## config.mk

```make
export PLATFORM = sky130hd
export DESIGN_NAME = line_driver_limit_retry_ctrl
export DESIGN_NICKNAME = d
export VERILOG_FILES = /design/src/line_drv_pkg.sv /design/src/fault_timer.sv /design/src/line_driver_limit_retry_ctrl.sv
export SDC_FILE = /design/constraint.sdc
export NUM_CORES = 1
export LEC_CHECK = 0
export BUFFER_PORTS_ARGS = -buffer_cell sky130_fd_sc_hd__buf_2
export CAP_MARGIN = 5
export CORE_MARGIN = 5
export CORE_UTILIZATION = 35
export CTS_CLUSTER_DIAMETER = 150
export DETAILED_ROUTE_END_ITERATION = 10
export PLACE_DENSITY = 0.5
export SLEW_MARGIN = 10
export SYNTH_ARGS = -nofsm -noshare
export SYNTH_HDL_FRONTEND = slang
export SYNTH_HIERARCHICAL = 1
export SYNTH_SLANG_ARGS = --single-unit
```

## constraint.sdc

```tcl
create_clock -name I_MCLK -period 2.7 [get_ports I_MCLK]
set_input_delay 0.135 -clock I_MCLK [delete_from_list [all_inputs] [get_ports I_MCLK]]
set_output_delay 0.135 -clock I_MCLK [all_outputs]
set_load 0.005 [all_outputs]
```

## src/line_drv_pkg.sv

```systemverilog
// Purpose: constants and types for the line driver limit and retry control
// Assumes: 10 MHz clock, registers reached through a byte-wide register port
// Notes: times are named in their own unit, counts derived from the clock rate
// Contract
// - level field bits 7:6 picks current limit
// - bit 5 set disables current limit
// - field bits 4:3 picks overcurrent blanking time
// - field bits 2:1 picks retry off-time
// - auto retry: fault, hold off, re-enable
// - retry covers overcurrent and overtemperature faults
// - retry off: only thermal overload stops driver
// - control bit 7 set turns 3.3V regulator off
// - control bit 3 set floats receive output
// - control bit 6 set disables wake detection
package line_drv_pkg;
  localparam logic [7:0] ADDR_LIMIT_CFG = 8'h05;
  localparam logic [7:0] ADDR_GEN_CTRL = 8'h06;
  localparam logic [7:0] RST_LIMIT_CFG = 8'h00;
  localparam logic [7:0] RST_GEN_CTRL = 8'h00;
  localparam logic [7:0] GEN_CTRL_MASK = 8'hFD;
  localparam int POS_REG3V3_OFF = 7;
  localparam int POS_WAKE_OFF = 6;
  localparam int POS_RX_OFF = 3;
  localparam int CLK_MHZ = 10;
  localparam int BLANK_US0 = 128;
  localparam int BLANK_US1 = 500;
  localparam int BLANK_MS2 = 1;
  localparam int BLANK_MS3 = 5;
  localparam int RETRY_MS0 = 50;
  localparam int RETRY_MS1 = 100;
  localparam int RETRY_MS2 = 200;
  localparam int RETRY_MS3 = 500;
  localparam int CNT_W = 23;
  localparam logic [CNT_W-1:0] BLANK_CYC0 = CNT_W'(BLANK_US0 * CLK_MHZ);
  localparam logic [CNT_W-1:0] BLANK_CYC1 = CNT_W'(BLANK_US1 * CLK_MHZ);
  localparam logic [CNT_W-1:0] BLANK_CYC2 = CNT_W'(BLANK_MS2 * 1000 * CLK_MHZ);
  localparam logic [CNT_W-1:0] BLANK_CYC3 = CNT_W'(BLANK_MS3 * 1000 * CLK_MHZ);
  localparam logic [CNT_W-1:0] RETRY_CYC0 = CNT_W'(RETRY_MS0 * 1000 * CLK_MHZ);
  localparam logic [CNT_W-1:0] RETRY_CYC1 = CNT_W'(RETRY_MS1 * 1000 * CLK_MHZ);
  localparam logic [CNT_W-1:0] RETRY_CYC2 = CNT_W'(RETRY_MS2 * 1000 * CLK_MHZ);
  localparam logic [CNT_W-1:0] RETRY_CYC3 = CNT_W'(RETRY_MS3 * 1000 * CLK_MHZ);
  typedef struct packed {
    logic [1:0] current_limit_level;
    logic limit_disable;
    logic [1:0] limit_blank_time;
    logic [1:0] retry_off_time;
    logic auto_retry_enable;
  } limit_cfg_t;
  typedef enum logic [1:0] {
    ST_ON = 2'b01,
    ST_OFF = 2'b10
  } drv_state_t;
endpackage

```

## src/fault_timer.sv

```systemverilog
// Purpose: loadable down counter that flags when its load has run out
// Assumes: load and run are synchronous to the clock
// Notes: done rises n-1 edges after a load of n and holds while run stays high
`timescale 1ns/1ps
module fault_timer
  import line_drv_pkg::*;
(
  input wire logic clk,
  input wire logic rst,
  input wire logic load,
  input wire logic [CNT_W-1:0] value,
  input wire logic run,
  output logic done
);
  logic [CNT_W-1:0] cnt_ff;
  always_ff @(posedge clk or posedge rst) begin
    if (rst) begin
      cnt_ff <= '0;
      done <= 1'b0;
    end else if (load) begin
      cnt_ff <= value - CNT_W'(1);
      done <= 1'b0;
    end else if (!run) begin
      cnt_ff <= '0;
      done <= 1'b0;
    end else begin
      // held, so a lasting fault or a late overtemp clear is not missed
      done <= (cnt_ff <= CNT_W'(1));
      if (cnt_ff != '0) begin
        cnt_ff <= cnt_ff - CNT_W'(1);
      end
    end
  end
endmodule

```

## src/line_driver_limit_retry_ctrl.sv

```systemverilog
// Purpose: register pair and fault retry control for the line driver
// Assumes: register port strobes are one-cycle and synchronous
// Notes: analog limit levels are passed out as codes
`timescale 1ns/1ps
module line_driver_limit_retry_ctrl
  import line_drv_pkg::*;
(
  // clock and reset
  input wire logic I_MCLK,
  input wire logic I_RST,
  // register port
  input wire logic i_wr,
  input wire logic i_rd,
  input wire logic [7:0] i_addr,
  input wire logic [7:0] i_wdata,
  output logic [7:0] o_rdata,
  output logic o_rvalid,
  // driver analog status
  input wire logic i_in_limit,
  input wire logic i_overtemp,
  // driver controls
  output logic o_drv_enable,
  output logic [1:0] o_current_limit_level,
  output logic o_limit_active,
  output logic o_fault,
  // general controls
  output logic o_reg3v3_off,
  output logic o_wake_detect_off,
  output logic o_receive_output_off
);
  limit_cfg_t cfg_ff;
  logic [7:0] ctrl_ff;
  drv_state_t state_ff;
  drv_state_t nxt_state;
  logic blank_done;
  logic retry_done;
  logic oc_fault;
  logic enter_off;
  logic limit_phase_ff;

  function automatic logic [CNT_W-1:0] blank_cycles(input logic [1:0] sel);
    case (sel)
      2'b00: blank_cycles = BLANK_CYC0;
      2'b01: blank_cycles = BLANK_CYC1;
      2'b10: blank_cycles = BLANK_CYC2;
      default: blank_cycles = BLANK_CYC3;
    endcase
  endfunction

  function automatic logic [CNT_W-1:0] retry_cycles(input logic [1:0] sel);
    case (sel)
      2'b00: retry_cycles = RETRY_CYC0;
      2'b01: retry_cycles = RETRY_CYC1;
      2'b10: retry_cycles = RETRY_CYC2;
      default: retry_cycles = RETRY_CYC3;
    endcase
  endfunction

  // register writes
  always_ff @(posedge I_MCLK or posedge I_RST) begin
    if (I_RST) begin
      cfg_ff <= RST_LIMIT_CFG;
      ctrl_ff <= RST_GEN_CTRL;
    end else if (i_wr) begin
      if (i_addr == ADDR_LIMIT_CFG) begin
        cfg_ff <= i_wdata;
      end
      if (i_addr == ADDR_GEN_CTRL) begin
        ctrl_ff <= i_wdata & GEN_CTRL_MASK;
      end
    end
  end

  // register reads, one cycle latency
  always_ff @(posedge I_MCLK or posedge I_RST) begin
    if (I_RST) begin
      o_rdata <= 8'h00;
      o_rvalid <= 1'b0;
    end else begin
      o_rvalid <= i_rd;
      if (i_rd) begin
        case (i_addr)
          ADDR_LIMIT_CFG: o_rdata <= cfg_ff;
          ADDR_GEN_CTRL: o_rdata <= ctrl_ff;
          default: o_rdata <= 8'h00;
        endcase
      end
    end
  end

  // blanking: limit must persist the whole blanking time
  fault_timer u_blank (
    .clk(I_MCLK),
    .rst(I_RST),
    .load(i_in_limit && !limit_phase_ff),
    .value(blank_cycles(cfg_ff.limit_blank_time)),
    .run(i_in_limit && state_ff == ST_ON),
    .done(blank_done)
  );

  always_ff @(posedge I_MCLK or posedge I_RST) begin
    if (I_RST) begin
      limit_phase_ff <= 1'b0;
    end else begin
      limit_phase_ff <= i_in_limit && state_ff == ST_ON;
    end
  end

  // overcurrent counts only with limit active and still limiting
  assign oc_fault = blank_done && i_in_limit && !cfg_ff.limit_disable;
  assign enter_off = i_overtemp || (cfg_ff.auto_retry_enable && oc_fault);

  // retry off-time
  fault_timer u_retry (
    .clk(I_MCLK),
    .rst(I_RST),
    .load(state_ff == ST_ON && enter_off),
    .value(retry_cycles(cfg_ff.retry_off_time)),
    .run(state_ff == ST_OFF),
    .done(retry_done)
  );

  always_comb begin
    nxt_state = state_ff;
    case (state_ff)
      ST_ON: begin
        if (enter_off) begin
          nxt_state = ST_OFF;
        end
      end
      ST_OFF: begin
        if (cfg_ff.auto_retry_enable) begin
          if (retry_done && !i_overtemp) begin
            nxt_state = ST_ON;
          end
        end else if (!i_overtemp) begin
          nxt_state = ST_ON;
        end
      end
      default: nxt_state = ST_ON;
    endcase
  end

  always_ff @(posedge I_MCLK or posedge I_RST) begin
    if (I_RST) begin
      state_ff <= ST_ON;
    end else begin
      state_ff <= nxt_state;
    end
  end

  // outputs
  always_ff @(posedge I_MCLK or posedge I_RST) begin
    if (I_RST) begin
      o_drv_enable <= 1'b0;
      o_current_limit_level <= 2'b00;
      o_limit_active <= 1'b0;
      o_fault <= 1'b0;
      o_reg3v3_off <= 1'b0;
      o_wake_detect_off <= 1'b0;
      o_receive_output_off <= 1'b0;
    end else begin
      o_drv_enable <= (nxt_state == ST_ON);
      o_current_limit_level <= cfg_ff.current_limit_level;
      o_limit_active <= !cfg_ff.limit_disable;
      o_fault <= oc_fault || i_overtemp;
      o_reg3v3_off <= ctrl_ff[POS_REG3V3_OFF];
      o_wake_detect_off <= ctrl_ff[POS_WAKE_OFF];
      o_receive_output_off <= ctrl_ff[POS_RX_OFF];
    end
  end
endmodule

```

After elaboration in Yosys (flattened, before gate mapping)
Index checks and enable logic that the tools add are counted.
Operators by class
  $add $sub $neg: 4
  magnitude comparators: 2
  equal/unequal tests: 11
  multiplexer cells: 18
  reductions and logical operators: 18
Operators with widths (count)
  $mux 23: 6
  $pmux 23 s3: 1
  $sub 23x1->23 const B: 3
  $pmux 16 s3: 1
  $le 23x1->1 const B: 2
  $reduce_bool 23->1: 2
  $sub 16x1->17 const B: 1
  $eq 8x3->1 const B: 2
  $pmux 8 s2: 1
  $eq 2x1->1 const B: 4
  $mux 2: 4
  $logic_and 1x1->1: 7
  $eq 2x2->1 const B: 3
  $ne 3x2->1 const B: 2
  $logic_not 2->1: 2
  $mux 1: 4
  $pmux 2 s2: 1
  $reduce_and 2->1: 2
  $logic_not 1->1: 3
  $logic_or 1x1->1: 2
Word-level totals
  bits in registers: 83
  bits of input ports: 22
  output and inout bits: 17
  word-level logic and storage cells: 74

Longest topological paths before layout
Gate-level depths: netlist of the first run.
  depth in word-level cells: 7
  mapped depth: 10
  depth with buffers taken out: 9

Modules after synthesis
The synthesis of the first run kept the hierarchy.
By module, submodules not included
  fault_timer: instances 2, cells an instance 215, area an instance 1871.8 µm², sequential area each 600.6 µm²
  line_driver_limit_retry_ctrl: instances 1, cells an instance 118, area an instance 1546.5 µm², sequential area each 877.1 µm²

Worst setup path after synthesis of the first run
OpenSTA, ideal clock, no wires.
  path kind: flip-flop to flip-flop
  start point: register cfg_ff[1] (netlist name)
  end point: register u_retry.cnt_ff[18]
  library setup time: 0.121 ns
  data arrival time: 2.407 ns
  data required time: 2.579 ns
  path slack: 0.172 ns
  cell stages (with the launch flop): 8
  path buffers: 0
  clock period less this slack: 2.528 ns
  cell sequence: dfrtp_1 ha_1 or2_2 nor4_1 nand4_1 nor3_1 xor2_1 a22o_1
Between the ends
  longest elaborated chain between the ends: 4
  elaborated cells on any way between the ends: 6
  those cells by class: 1 x add/sub; 2 x eq/ne; 2 x mux; 1 x reduce/logical
RTL lines
  start: declaration: line line_driver_limit_retry_ctrl.sv:31  | limit_cfg_t cfg_ff;
  start signal: assignment: line line_driver_limit_retry_ctrl.sv:66  | cfg_ff <= i_wdata;
  $eq 2x2->1 (tied with other cells): line line_driver_limit_retry_ctrl.sv:51  | case (sel)
  $pmux 23 s3 *: line line_driver_limit_retry_ctrl.sv:51
  $sub 23x1->23 *: line fault_timer.sv:21  | cnt_ff <= value - CNT_W'(1);
  $mux 23 *: line fault_timer.sv:20  | end else if (load) begin
  end signal: assignment: line fault_timer.sv:21
  end signal: assignment: line fault_timer.sv:30  | cnt_ff <= cnt_ff - CNT_W'(1);
  end: declaration: line fault_timer.sv:15  | logic [CNT_W-1:0] cnt_ff;
Every way passes the cells marked *; elsewhere a longest branch is shown, timed or not.
A chain may end at the register's enable or synchronous reset.

Final worst setup path of the first run
  start point: register u_blank.cnt_ff[8]
  end point: register u_blank.cnt_ff[2]
Between the ends
  longest elaborated chain between the ends: 2
RTL lines
  start: declaration: line fault_timer.sv:15
  start signal: assignment: line fault_timer.sv:21
  start signal: assignment: line fault_timer.sv:30
  $reduce_bool 23->1: line fault_timer.sv:29  | if (cnt_ff != '0) begin
  $ne 3x2->1 (no line)
No other way between the ends.

==> results.md, run 1 <==
- Maxcap violations: 0
- Period minus WS final: 2.51 ns
- DIE WIDTH: 133 um
- Gate power share: between 40% and 50%
- Count of final hold-check violations: 0
- Most frequent cell after synthesis: dfrtp_1
- FP Rows: 45
- Run status: finished, final reports clean
- Yosys top cell area share: 38.8%
- Slew @ Worst Pin: 1.01 ns
- # IOs: 39
- Largest family of logic cells by synthesized area: simple AND/OR/NAND/NOR gates
- Mapped cell area: 5290 sq um
- List of most frequent post-synthesis cells: dfrtp_1, nor2_1, xor2_1
- Register area share after synthesis: between 30 and 40%
- EDFF count, synth: 0
- Setup WS post-layout: ~0.19 ns
- WL final: 13.3 mm
- Reg power frac: 31.6%
- DR WL/cell: 15.4 um
- CP Max Fanout: 15
- NumNets Final: approximately 710
- CTS buffer count: 9
- Clock tree buffer depth: 2
- R2R cell count: 6
- Switching Fraction: 42.8%
- Crit end category: flop
- Skew-Pair Late Insertion Delay: roughly 0.35 ns
- # Post-CTS Setup Buffers: 0
- P_int: just over 3 mW
- Placed cells: ~850
- Worst endpoint required time: 2.93 ns
- F_max: ~400 MHz
- Synth Area in Simple Gates: about a quarter
- DRT iter0 DRCs: 362
- Area Growth Syn to Fin: 20.8%
- Vias per inst: 5.16
- Die area: 17700 sq um
- TritonCTS clock tree: built
- Clock slew at reported path FFs: ~0.07 ns
- Pleak: approximately 3 nW
- RSZ-0062 raised after global routing: no
- Detail Placement HPWL: 9.91 mm
- Core Area: 15000 sq um
- Cell Pwr Density: 852 nW/um^2
- Clock power frac: a little under a quarter
- Synth Area in Compound Gates: about 14%
- Worst Hold Path Cells: 1
- Post-Synth XOR/XNOR Area: between 10 and 15%
- Synth Instances: 548
- Synthesized area per cell: 9.65 sq um
- Post-Synth Adder-Cell Area: 3.31%
- Input/output buffers: 38
- Net Switching: about 2.3 mW
- Share of synthesized flip-flops with an asynchronous set or reset: 100%
- Antenna viol nets, final: 0
- Vias in the first global route: 4433
- Fin Clk Skew: 0.0119 ns
- Clock sink count: 83
- Max-Slew Margin vs Limit: 32.8%
- Post-route insts no fill: 864
- Worst VDD drop: around 0.34 mV
- Synth unique cells: 56
- Gpl congestion: 0.853
- Critical Path AT: about 2.7 ns
- Worst min-delay path category: in -> reg
- Via count: 4458
- Total track usage: 15.5%
- Fin crit share: 92.8%
- Starting density of the core: 35.2%
- CTS H-tree depth: 3
- Die Y: ~130 um
- Worst setup SP type: flop
- WS Path Type: reg -> reg
- Setup slack at placement: 0.132 ns
- Mux share of post-synthesis cell area: 3.62%
- Share of cells above drive strength 1: between 20% and 30%
- Antenna Diode Count: 0
- Congestion Overflow GR: 0
- DRC: 0
- Setup TNS: 0 ns
- Final setup violation count: 0
- Synth area leaders: dfrtp_1, xor2_1, xnor2_1
- Main synth FF type: dfrtp_1
- First-pass GRT wire length: approximately 22 mm
- Yosys warnings: 6
- Antenna violations before repair: 0
- Cell accounting for the most synthesized area: dfrtp_1
- Final Max Slew Viols: 0
- Largest net degree at the start of global routing: 25
- Clock root cell: clkbuf_16
- Register bit count reported by yosys: 83
- TritonRoute pass-1 iters: 5
sequential cells by signal (all words and copies together), names as in the netlist, 2 cells and up:
| name | count |
|---|---|
| u_retry/cnt_ff | 23 |
| u_blank/cnt_ff | 23 |
| o_rdata | 8 |
| o_current_limit_level | 2 |
| cfg_ff | 8 |
| state_ff | 2 |
| ctrl_ff | 7 |
per-layer routing:
layer | vias to the layer above | part of all wire (%) | global-route usage (%)
met5 | - | 0 | 0
met4 | 0 | 1.5 | 5.83
met3 | 13 | 5.1 | 3.54
met2 | 84 | 45 | 23.4
met1 | 2173 | 49 | 21.7
li1 | 2188 | - | -
what timing repair did:
action | in CTS | in global routing
endpoints found under the hold margin | 16 | 0
resized for setup | 0 | 3
setup endpoints to repair | 0 | 2
hold buffers | 1 | 0
through the flow:
step / utilization, % / instance area [sq um] / hold WS, ns / power (mW)
floorplan: - / 5540 / 0.150 / 3.63
global placement: 40.3 / 6060 / 0.263 / 4.17
detailed placement: 40.3 / 6060 / 0.261 / 4.17
CTS: 42.4 / 6370 / 0.00582 / 5.47
global route: 42.5 / 6390 / 0.0109 / 5.87
finish: 42.5 / 6390 / 0.0218 / 5.45
cells in the final DEF, fill, tap and decap left out, types with 3 or more instances in the layout:
cell       instances
nor3_2             6
a21oi_1           12
xor2_1            48
or4_1             14
a221o_2            6
nor4_1            26
nand4b_1           6
mux2_2            17
inv_1             27
a22oi_1            8
or3_1             14
nor3_1            32
xnor2_1           22
o31ai_1            8
nand2b_1           4
a31o_2             3
a31oi_1            3
nand2_1           17
nor2_1            50
buf_2             38
dfrtp_1           82
nor2b_1           10
o22ai_1           14
ha_1              14
nand3b_1           4
o21ai_0           14
a22o_1            11
nand3_1           10
clkbuf_16          9
buf_4             29
or2_2              4
conb_1            69
worst max-delay path, cell delays in order, from the launching register on:
cell      delay (ns)
dfrtp_1         0.42
or4_1           0.57
or4b_4          0.56
buf_4           0.22
o311ai_1        0.26
o21ai_0         0.12
a22o_1          0.24
final timing paths:
| path | from | slack [ns] | endpoint |
|---|---|---|---|
| max | u_blank/cnt_ff[8] | 0.19 | u_blank/cnt_ff[2] |
| min | i_rd | 0.02 | o_rvalid |
| max reg2reg | u_blank/cnt_ff[8] | 0.19 | u_blank/cnt_ff[2] |
| min reg2reg | ctrl_ff[7] | 0.40 | o_reg3v3_off |
| max in group asynchronous | I_RST | 1.48 | u_retry/cnt_ff[2] |
| min in group asynchronous | I_RST | 0.43 | o_rdata[5] |
layout make-up:
type	instances	area [sq um]
inverters	27	101
multi-input cells	482	3250
clock inverters	7	81.3
repair buffers	68	418
fillers	1494	8640
well taps	188	235
clock buffers	9	225
flip-flops and latches	83	2080
power groups by stage:
stage / clock [mW] / combinational [mW] / sequential [mW]
finish: 1.25 / 2.48 / 1.72
floorplan: 0 / 1.95 / 1.68
CTS: 1.30 / 2.45 / 1.72
detailed placement: 0 / 2.43 / 1.74
global route: 1.35 / 2.76 / 1.76
global placement: 0 / 2.44 / 1.73
logic make-up (layout without fill, tap and decap cells):
logic type	count (synthesis)	after routing
other	2	69
adder cells (fa/ha/maj)	14	14
AO/OA/AOI/OAI	96	96
AND/OR/NAND/NOR	216	216
buffers and inverters	50	111
XOR/XNOR	70	70
flip-flops	83	83
multiplexers	17	17
No activity file was read; power rests on OpenSTA's default activity.
==> run 2, diff against run 1 <==
CORE_MARGIN = 2   (was 5)
GPL_ROUTABILITY_DRIVEN = 0   (was not set)
HOLD_SLACK_MARGIN = 0.05   (was not set)
==> results.md, run 2 (same netlist as run 1, synthesis figures left out) <==
- Cell Pwr Density: 850 nW/um^2 (-0.25%)
- Fillers: 1466 (-1.9%)
- Worst Hold Path Cells: 2 (+1)
- Core Area: 14600 sq um (-2.6%)
- Clock slew at reported path FFs: 0.06 ns (about the same)
- Starting density of the core: 36.1% (+0.94 points)
- Register Area: 2080 sq um (unchanged)
- Resize count post-CTS: 0 (unchanged)
- Levels on crit path: 6 (unchanged)
- Crit end category: flop
- Maxcap violations: 0 (unchanged)
- Delay-heaviest family, CP: simple AND/OR/NAND/NOR gates
- TritonCTS clock tree: built
- Post-Place Cell Area: 6040 sq um (-0.33%)
- Fin crit share: 91.7% (-1.1 points)
- Area Growth Syn to Fin: 22.4%
- Share of cells above drive strength 1: 19.5% (-0.73 points)
- Setup TNS: 0 ns (unchanged)
- Input/output buffers: 38 (unchanged)
- Crit path buffers/inverters: 1 (unchanged)
- CTS H-tree depth: 3 (unchanged)
- Top flop regs: u_blank/cnt_ff: 23 flops, u_retry/cnt_ff: 23 flops
- Period minus WS final: 2.48 ns (-0.0290 ns)
- Crit-path max cell delay: 0.61 ns (+0.04 ns)
- Congestion Overflow GR: 0 (unchanged)
- Clock root cell: clkbuf_16
- Run status: finished, final reports clean
- F_max: 404 MHz (+1.2%)
- Fin area: 6470 sq um (+1.3%)
- CTS buffer count: 9 (unchanged)
- Worst endpoint required time: 2.94 ns (about the same)
- Switching Fraction: 41.8% (-1.0 points)
- Tot Pwr: 5.50 mW (+1.0%)
- Worst setup SP type: flop
- RSZ-0062 raised after global routing: no
- Detail Placement HPWL: 9.78 mm (-1.3%)
- CP Cell Sequence: or4_1 > or4b_4 > buf_4 > o21ai_0 > xor2_1 > o31ai_1
- P_int: 3.21 mW (+2.8%)
- Gate power share: 45.3% (-0.2 points)
- Vias in the first global route: 4277 (-3.5%)
- Fin Clk Skew: 0.00717 ns (-0.00472 ns)
- NumNets Final: 717 (+1.4%)
- Critical Path AT: 2.72 ns (-0.02 ns)
- Via count: 4387 (-1.6%)
- # IOs: 39 (unchanged)
- Footprint of the multi-input gates: 3240 sq um (-0.46%)
- Clock sink count: 83 (unchanged)
- Max-Slew Margin vs Limit: 34.7% (+1.9 points)
- Total track usage: 17.2% (+1.6 points)
- Slew @ Worst Pin: 0.978 ns (-0.0291 ns)
- FP Rows: 44 (-2.2%)
- Net Switching: 2.30 mW (-1.4%)
- Antenna viol nets, final: 0 (unchanged)
- Antenna violations before repair: 0 (unchanged)
- WL final: 13.2 mm (-0.72%)
- DR WL/cell: 15.2 um (-1.4%)
- R2R cell count: 6 (unchanged)
- Post-route insts no fill: 870 (+0.69%)
- Worst min-delay path category: in -> reg
- Clock power frac: 23.4% (+0.4 points)
- Most frequent cells in the layout: dfrtp_1, conb_1, nor2_1, xor2_1, buf_2
- Count of final hold-check violations: 0 (unchanged)
- First-pass GRT wire length: 22.1 mm (-0.68%)
- Pleak: 3.02 nW (+1.3%)
- Final setup violation count: 0 (unchanged)
- Final Max Slew Viols: 0 (unchanged)
- DIE WIDTH: 127 um (-4.5%)
- Reg power frac: 31.3% (-0.3 points)
- Die Y: 127 um (-4.5%)
- Slowest CP cell: or4b_4
- Antenna Diode Count: 0 (unchanged)
- Die area: 16100 sq um (-8.8%)
- Commonest non-fill, non-tap cell in the layout: dfrtp_1
- Vias per inst: 5.04 (-2.3%)
- Clock tree buffer depth: 2 (unchanged)
- WS Path Type: reg -> reg
- DRT iter0 DRCs: 159 (-56%)
- Placed cells: 841 (-0.71%)
- Worst VDD drop: 0.369 mV (+8.0%)
- Largest net degree at the start of global routing: 36 (+44%)
- DRC: 0 (unchanged)
- TritonRoute pass-1 iters: 7 (+2)
- Skew-Pair Late Insertion Delay: 0.34 ns (about the same)
- CP Max Fanout: 9 (-6)
-- run 2: path summary, 6_finish.rpt --
path,start,to,slack (ns)
max,u_blank/cnt_ff[8],u_blank/cnt_ff[8],0.22
max reg2reg,u_blank/cnt_ff[8],u_blank/cnt_ff[8],0.22
max in group asynchronous,I_RST,u_blank/cnt_ff[9],1.49
min,i_in_limit,o_fault,0.1
min in group asynchronous,I_RST,state_ff[1],0.48
min reg2reg,cfg_ff[7],o_current_limit_level[1],0.40
-- run 2: final cells by class --
class	count	area share, %
timing repair buffer	78	8.00
inverter	27	1.57
tap	184	3.56
sequential	83	32.1
clock buffer	9	3.48
multi-input combinational	482	50.0
clock inverter	7	1.30
-- run 2: power groups by stage --
stage	Clock (mW)	Sequential [mW]	Combinational [mW]
6_report	1.29	1.72	2.49
5_1_grt	1.38	1.76	2.75
4_1_cts	1.32	1.72	2.47
3_5_place_dp	0	1.74	2.44
3_3_place_gp	0	1.73	2.42
2_1_floorplan	0	1.68	1.95
-- run 2: layer usage --
metal,routed length [um],GRT usage (%)
met1,6900,25.7
met2,5580,24.7
met3,545,3.58
met4,194,5.43
met5,0,0
-- run 2: worst reg2reg max path: stages, from the launching register on --
cell	delay (ns)
dfrtp_1	0.41
or4_1	0.55
or4b_4	0.61
buf_4	0.21
o21ai_0	0.25
xor2_1	0.13
o31ai_1	0.23
-- run 2: per-stage QoR --
stage,hold slack (ns),util (%),setup WS (ns)
after floorplan,0.150,-,0.172
after global placement,0.305,41.2,0.230
after detailed placement,0.308,41.2,0.202
after CTS,0.0852,44.1,0.196
after global routing,0.0883,44.2,0.0226
final,0.0962,44.2,0.223
-- run 2: what timing repair did --
| item | 4_1_cts | 5_1_grt |
|---|---|---|
| endpoints found under the hold margin | 51 | 0 |
| hold buffers | 11 | 0 |
| endpoints found under the setup margin | 0 | 2 |
| setup buffers | 0 | 2 |
==> run 3, diff against run 2 <==
CORE_MARGIN = not set   (was 2)
==> results.md, run 3 (same netlist as run 1, synthesis figures left out) <==
- Run status: finished, final reports clean
- WS Path Type: reg -> reg
- Die area: 15600 sq um (-3.1%)
- Share of cells above drive strength 1: 19.3% (-0.24 points)
- Commonest non-fill, non-tap cell in the layout: dfrtp_1
- Hold endpoint: o_fault
- FP Rows: 44 (unchanged)
- Setup TNS: 0 ns (unchanged)
- Clock tree buffer depth: 2 (unchanged)
- FF-to-FF Start: u_blank/cnt_ff[8]
- Post-Place Cell Area: 6040 sq um (unchanged)
- Most frequent cells in the layout: dfrtp_1, conb_1, nor2_1, xor2_1, buf_2
- Cell Pwr Density: 855 nW/um^2 (+0.53%)
- Worst endpoint required time: 2.92 ns (-0.02 ns)
- NumNets Final: 715 (-0.28%)
- First-pass GRT wire length: 22.1 mm (+0.34%)
- CTS buffer count: 9 (unchanged)
- Congestion Overflow GR: 0 (unchanged)
- TritonCTS clock tree: built
- M1 GR Usage: 26.0% (+0.37 points)
- Switching Fraction: 41.5% (-0.25 points)
- WHS: 0.0975 ns (+0.00136 ns)
- Critical Path AT: 2.75 ns (+0.03 ns)
- FF-to-FF End: u_blank/cnt_ff[17]
- Clock slew at reported path FFs: 0.06 ns (about the same)
- Crit end category: flop
- TritonRoute pass-1 iters: 4 (-3)
- Total track usage: 17.9% (+0.73 points)
- # IOs: 39 (unchanged)
- Pleak: 3.02 nW (about the same)
- Count of final hold-check violations: 0 (unchanged)
- Vias per inst: 4.97 (-1.5%)
- Worst setup SP type: flop
- Resize count post-CTS: 0 (unchanged)
- Maxcap violations: 0 (unchanged)
- Antenna viol nets, final: 0 (unchanged)
- Clock power frac: 23.9% (+0.5 points)
- P_int: 3.23 mW (+0.82%)
- Fin area: 6460 sq um (-0.14%)
- Hold buffers post-CTS: 11 (unchanged)
- Core Area: 14600 sq um (unchanged)
- Fin crit share: 93.9% (+2.2 points)
- Antenna Diode Count: 0 (unchanged)
- WL final: 13.4 mm (+1.0%)
- Met3 Use GR: 3.38% (-0.20 points)
- Area Growth Syn to Fin: 22.2%
- Reg power frac: 31.2% (about the same)
- F_max: 394 MHz (-2.3%)
- Detail Placement HPWL: 9.86 mm (+0.86%)
- Reg2reg setup slack: 0.16 ns (-0.06 ns)
- Top flop regs: u_blank/cnt_ff: 23 flops, u_retry/cnt_ff: 23 flops
- R2R cell count: 6 (unchanged)
- Met2 GRT Util: 27.0% (+2.2 points)
- Period minus WS final: 2.54 ns (+0.0584 ns)
- Critical hold path startpoint: i_in_limit
- Via count: 4313 (-1.7%)
- Slew @ Worst Pin: 0.966 ns (-0.0117 ns)
- Worst min-delay path category: in -> reg
- Clock sink count: 83 (unchanged)
- DIE WIDTH: 125 um (-1.6%)
- Die Y: 125 um (-1.6%)
- Final setup violation count: 0 (unchanged)
- DR WL/cell: 15.4 um (+1.2%)
- Gate power share: 44.9% (-0.4 points)
- Skew-Pair Late Insertion Delay: 0.34 ns (about the same)
- Final design utilization: 44.1% (-0.060 points)
- CTS H-tree depth: 3 (unchanged)
- Worst VDD drop: 0.308 mV (-17%)
- Largest net degree at the start of global routing: 36 (unchanged)
- Net Switching: 2.29 mW (-0.20%)
- Tot Pwr: 5.52 mW (+0.40%)
- DRC: 0 (unchanged)
- Fin Clk Skew: 0.00825 ns (+0.00108 ns)
- # Post-CTS Setup Buffers: 0 (unchanged)
- Antenna violations before repair: 0 (unchanged)
- CP Max Fanout: 9 (unchanged)
- Final Max Slew Viols: 0 (unchanged)
- Clock root cell: clkbuf_16
- Input/output buffers: 38 (unchanged)
- DRT iter0 DRCs: 227 (+43%)
- Top Usage Layer GRT: met2
- Worst Hold Path Cells: 2 (unchanged)
- Starting density of the core: 36.1% (unchanged)
- Vias in the first global route: 4259 (-0.42%)
- Max-Slew Margin vs Limit: 35.5% (+0.78 points)
- RSZ-0062 raised after global routing: no
[run 3: metal layers]
metal  share of wire [%]  up-vias  wire length, um
met4                 1.0        0              135
met3                 4.1       10              551
met5                   0        -                0
li1                    -     2201                -
met1                  52     2029             6980
met2                  43       73             5690
[run 3: critical path, cell delays in order (launching register included)]
cell       delay (ns)
dfrtp_1          0.41
or4_1            0.57
or4b_4           0.62
buf_4            0.21
a2111oi_2        0.33
xnor2_1          0.18
o22ai_1          0.09
[run 3: power by group through the flow]
stage               Combinational, mW  Clock [mW]  Sequential (mW)
floorplan                        1.95           0             1.68
global placement                 2.44           0             1.73
detailed placement               2.44           0             1.74
CTS                              2.48        1.35             1.72
global route                     2.74        1.39             1.76
finish                           2.48        1.32             1.72
[run 3: per-stage QoR]
step,setup WS [ns],cells
after global routing,0.00330,868
after detailed placement,0.146,841
after global placement,0.234,841
after CTS,0.135,868
after floorplan,0.172,615
final,0.165,868
[run 3: worst max path at each step]
| stage | depth (start not counted) | end | start |
|---|---|---|---|
| detailed placement | 9 | u_retry/cnt_ff[18] | cfg_ff[2] |
| finish | 6 | u_blank/cnt_ff[17] | u_blank/cnt_ff[8] |
| floorplan | 7 | u_retry/cnt_ff[18] | cfg_ff[1] |
| CTS | 9 | u_retry/cnt_ff[18] | cfg_ff[2] |
| global route | 9 | u_retry/cnt_ff[16] | cfg_ff[2] |
| global placement | 6 | u_retry/cnt_ff[2] | u_retry/cnt_ff[16] |
[run 3: cell type report]
cell class              instances  area [sq um]
well taps                     184           230
fillers                      1446          8180
flip-flops and latches         83          2080
clock buffers                  10           239
repair buffers                 76           503
multi-input cells             482          3240
clock inverters                 6          76.3
inverters                      27           101
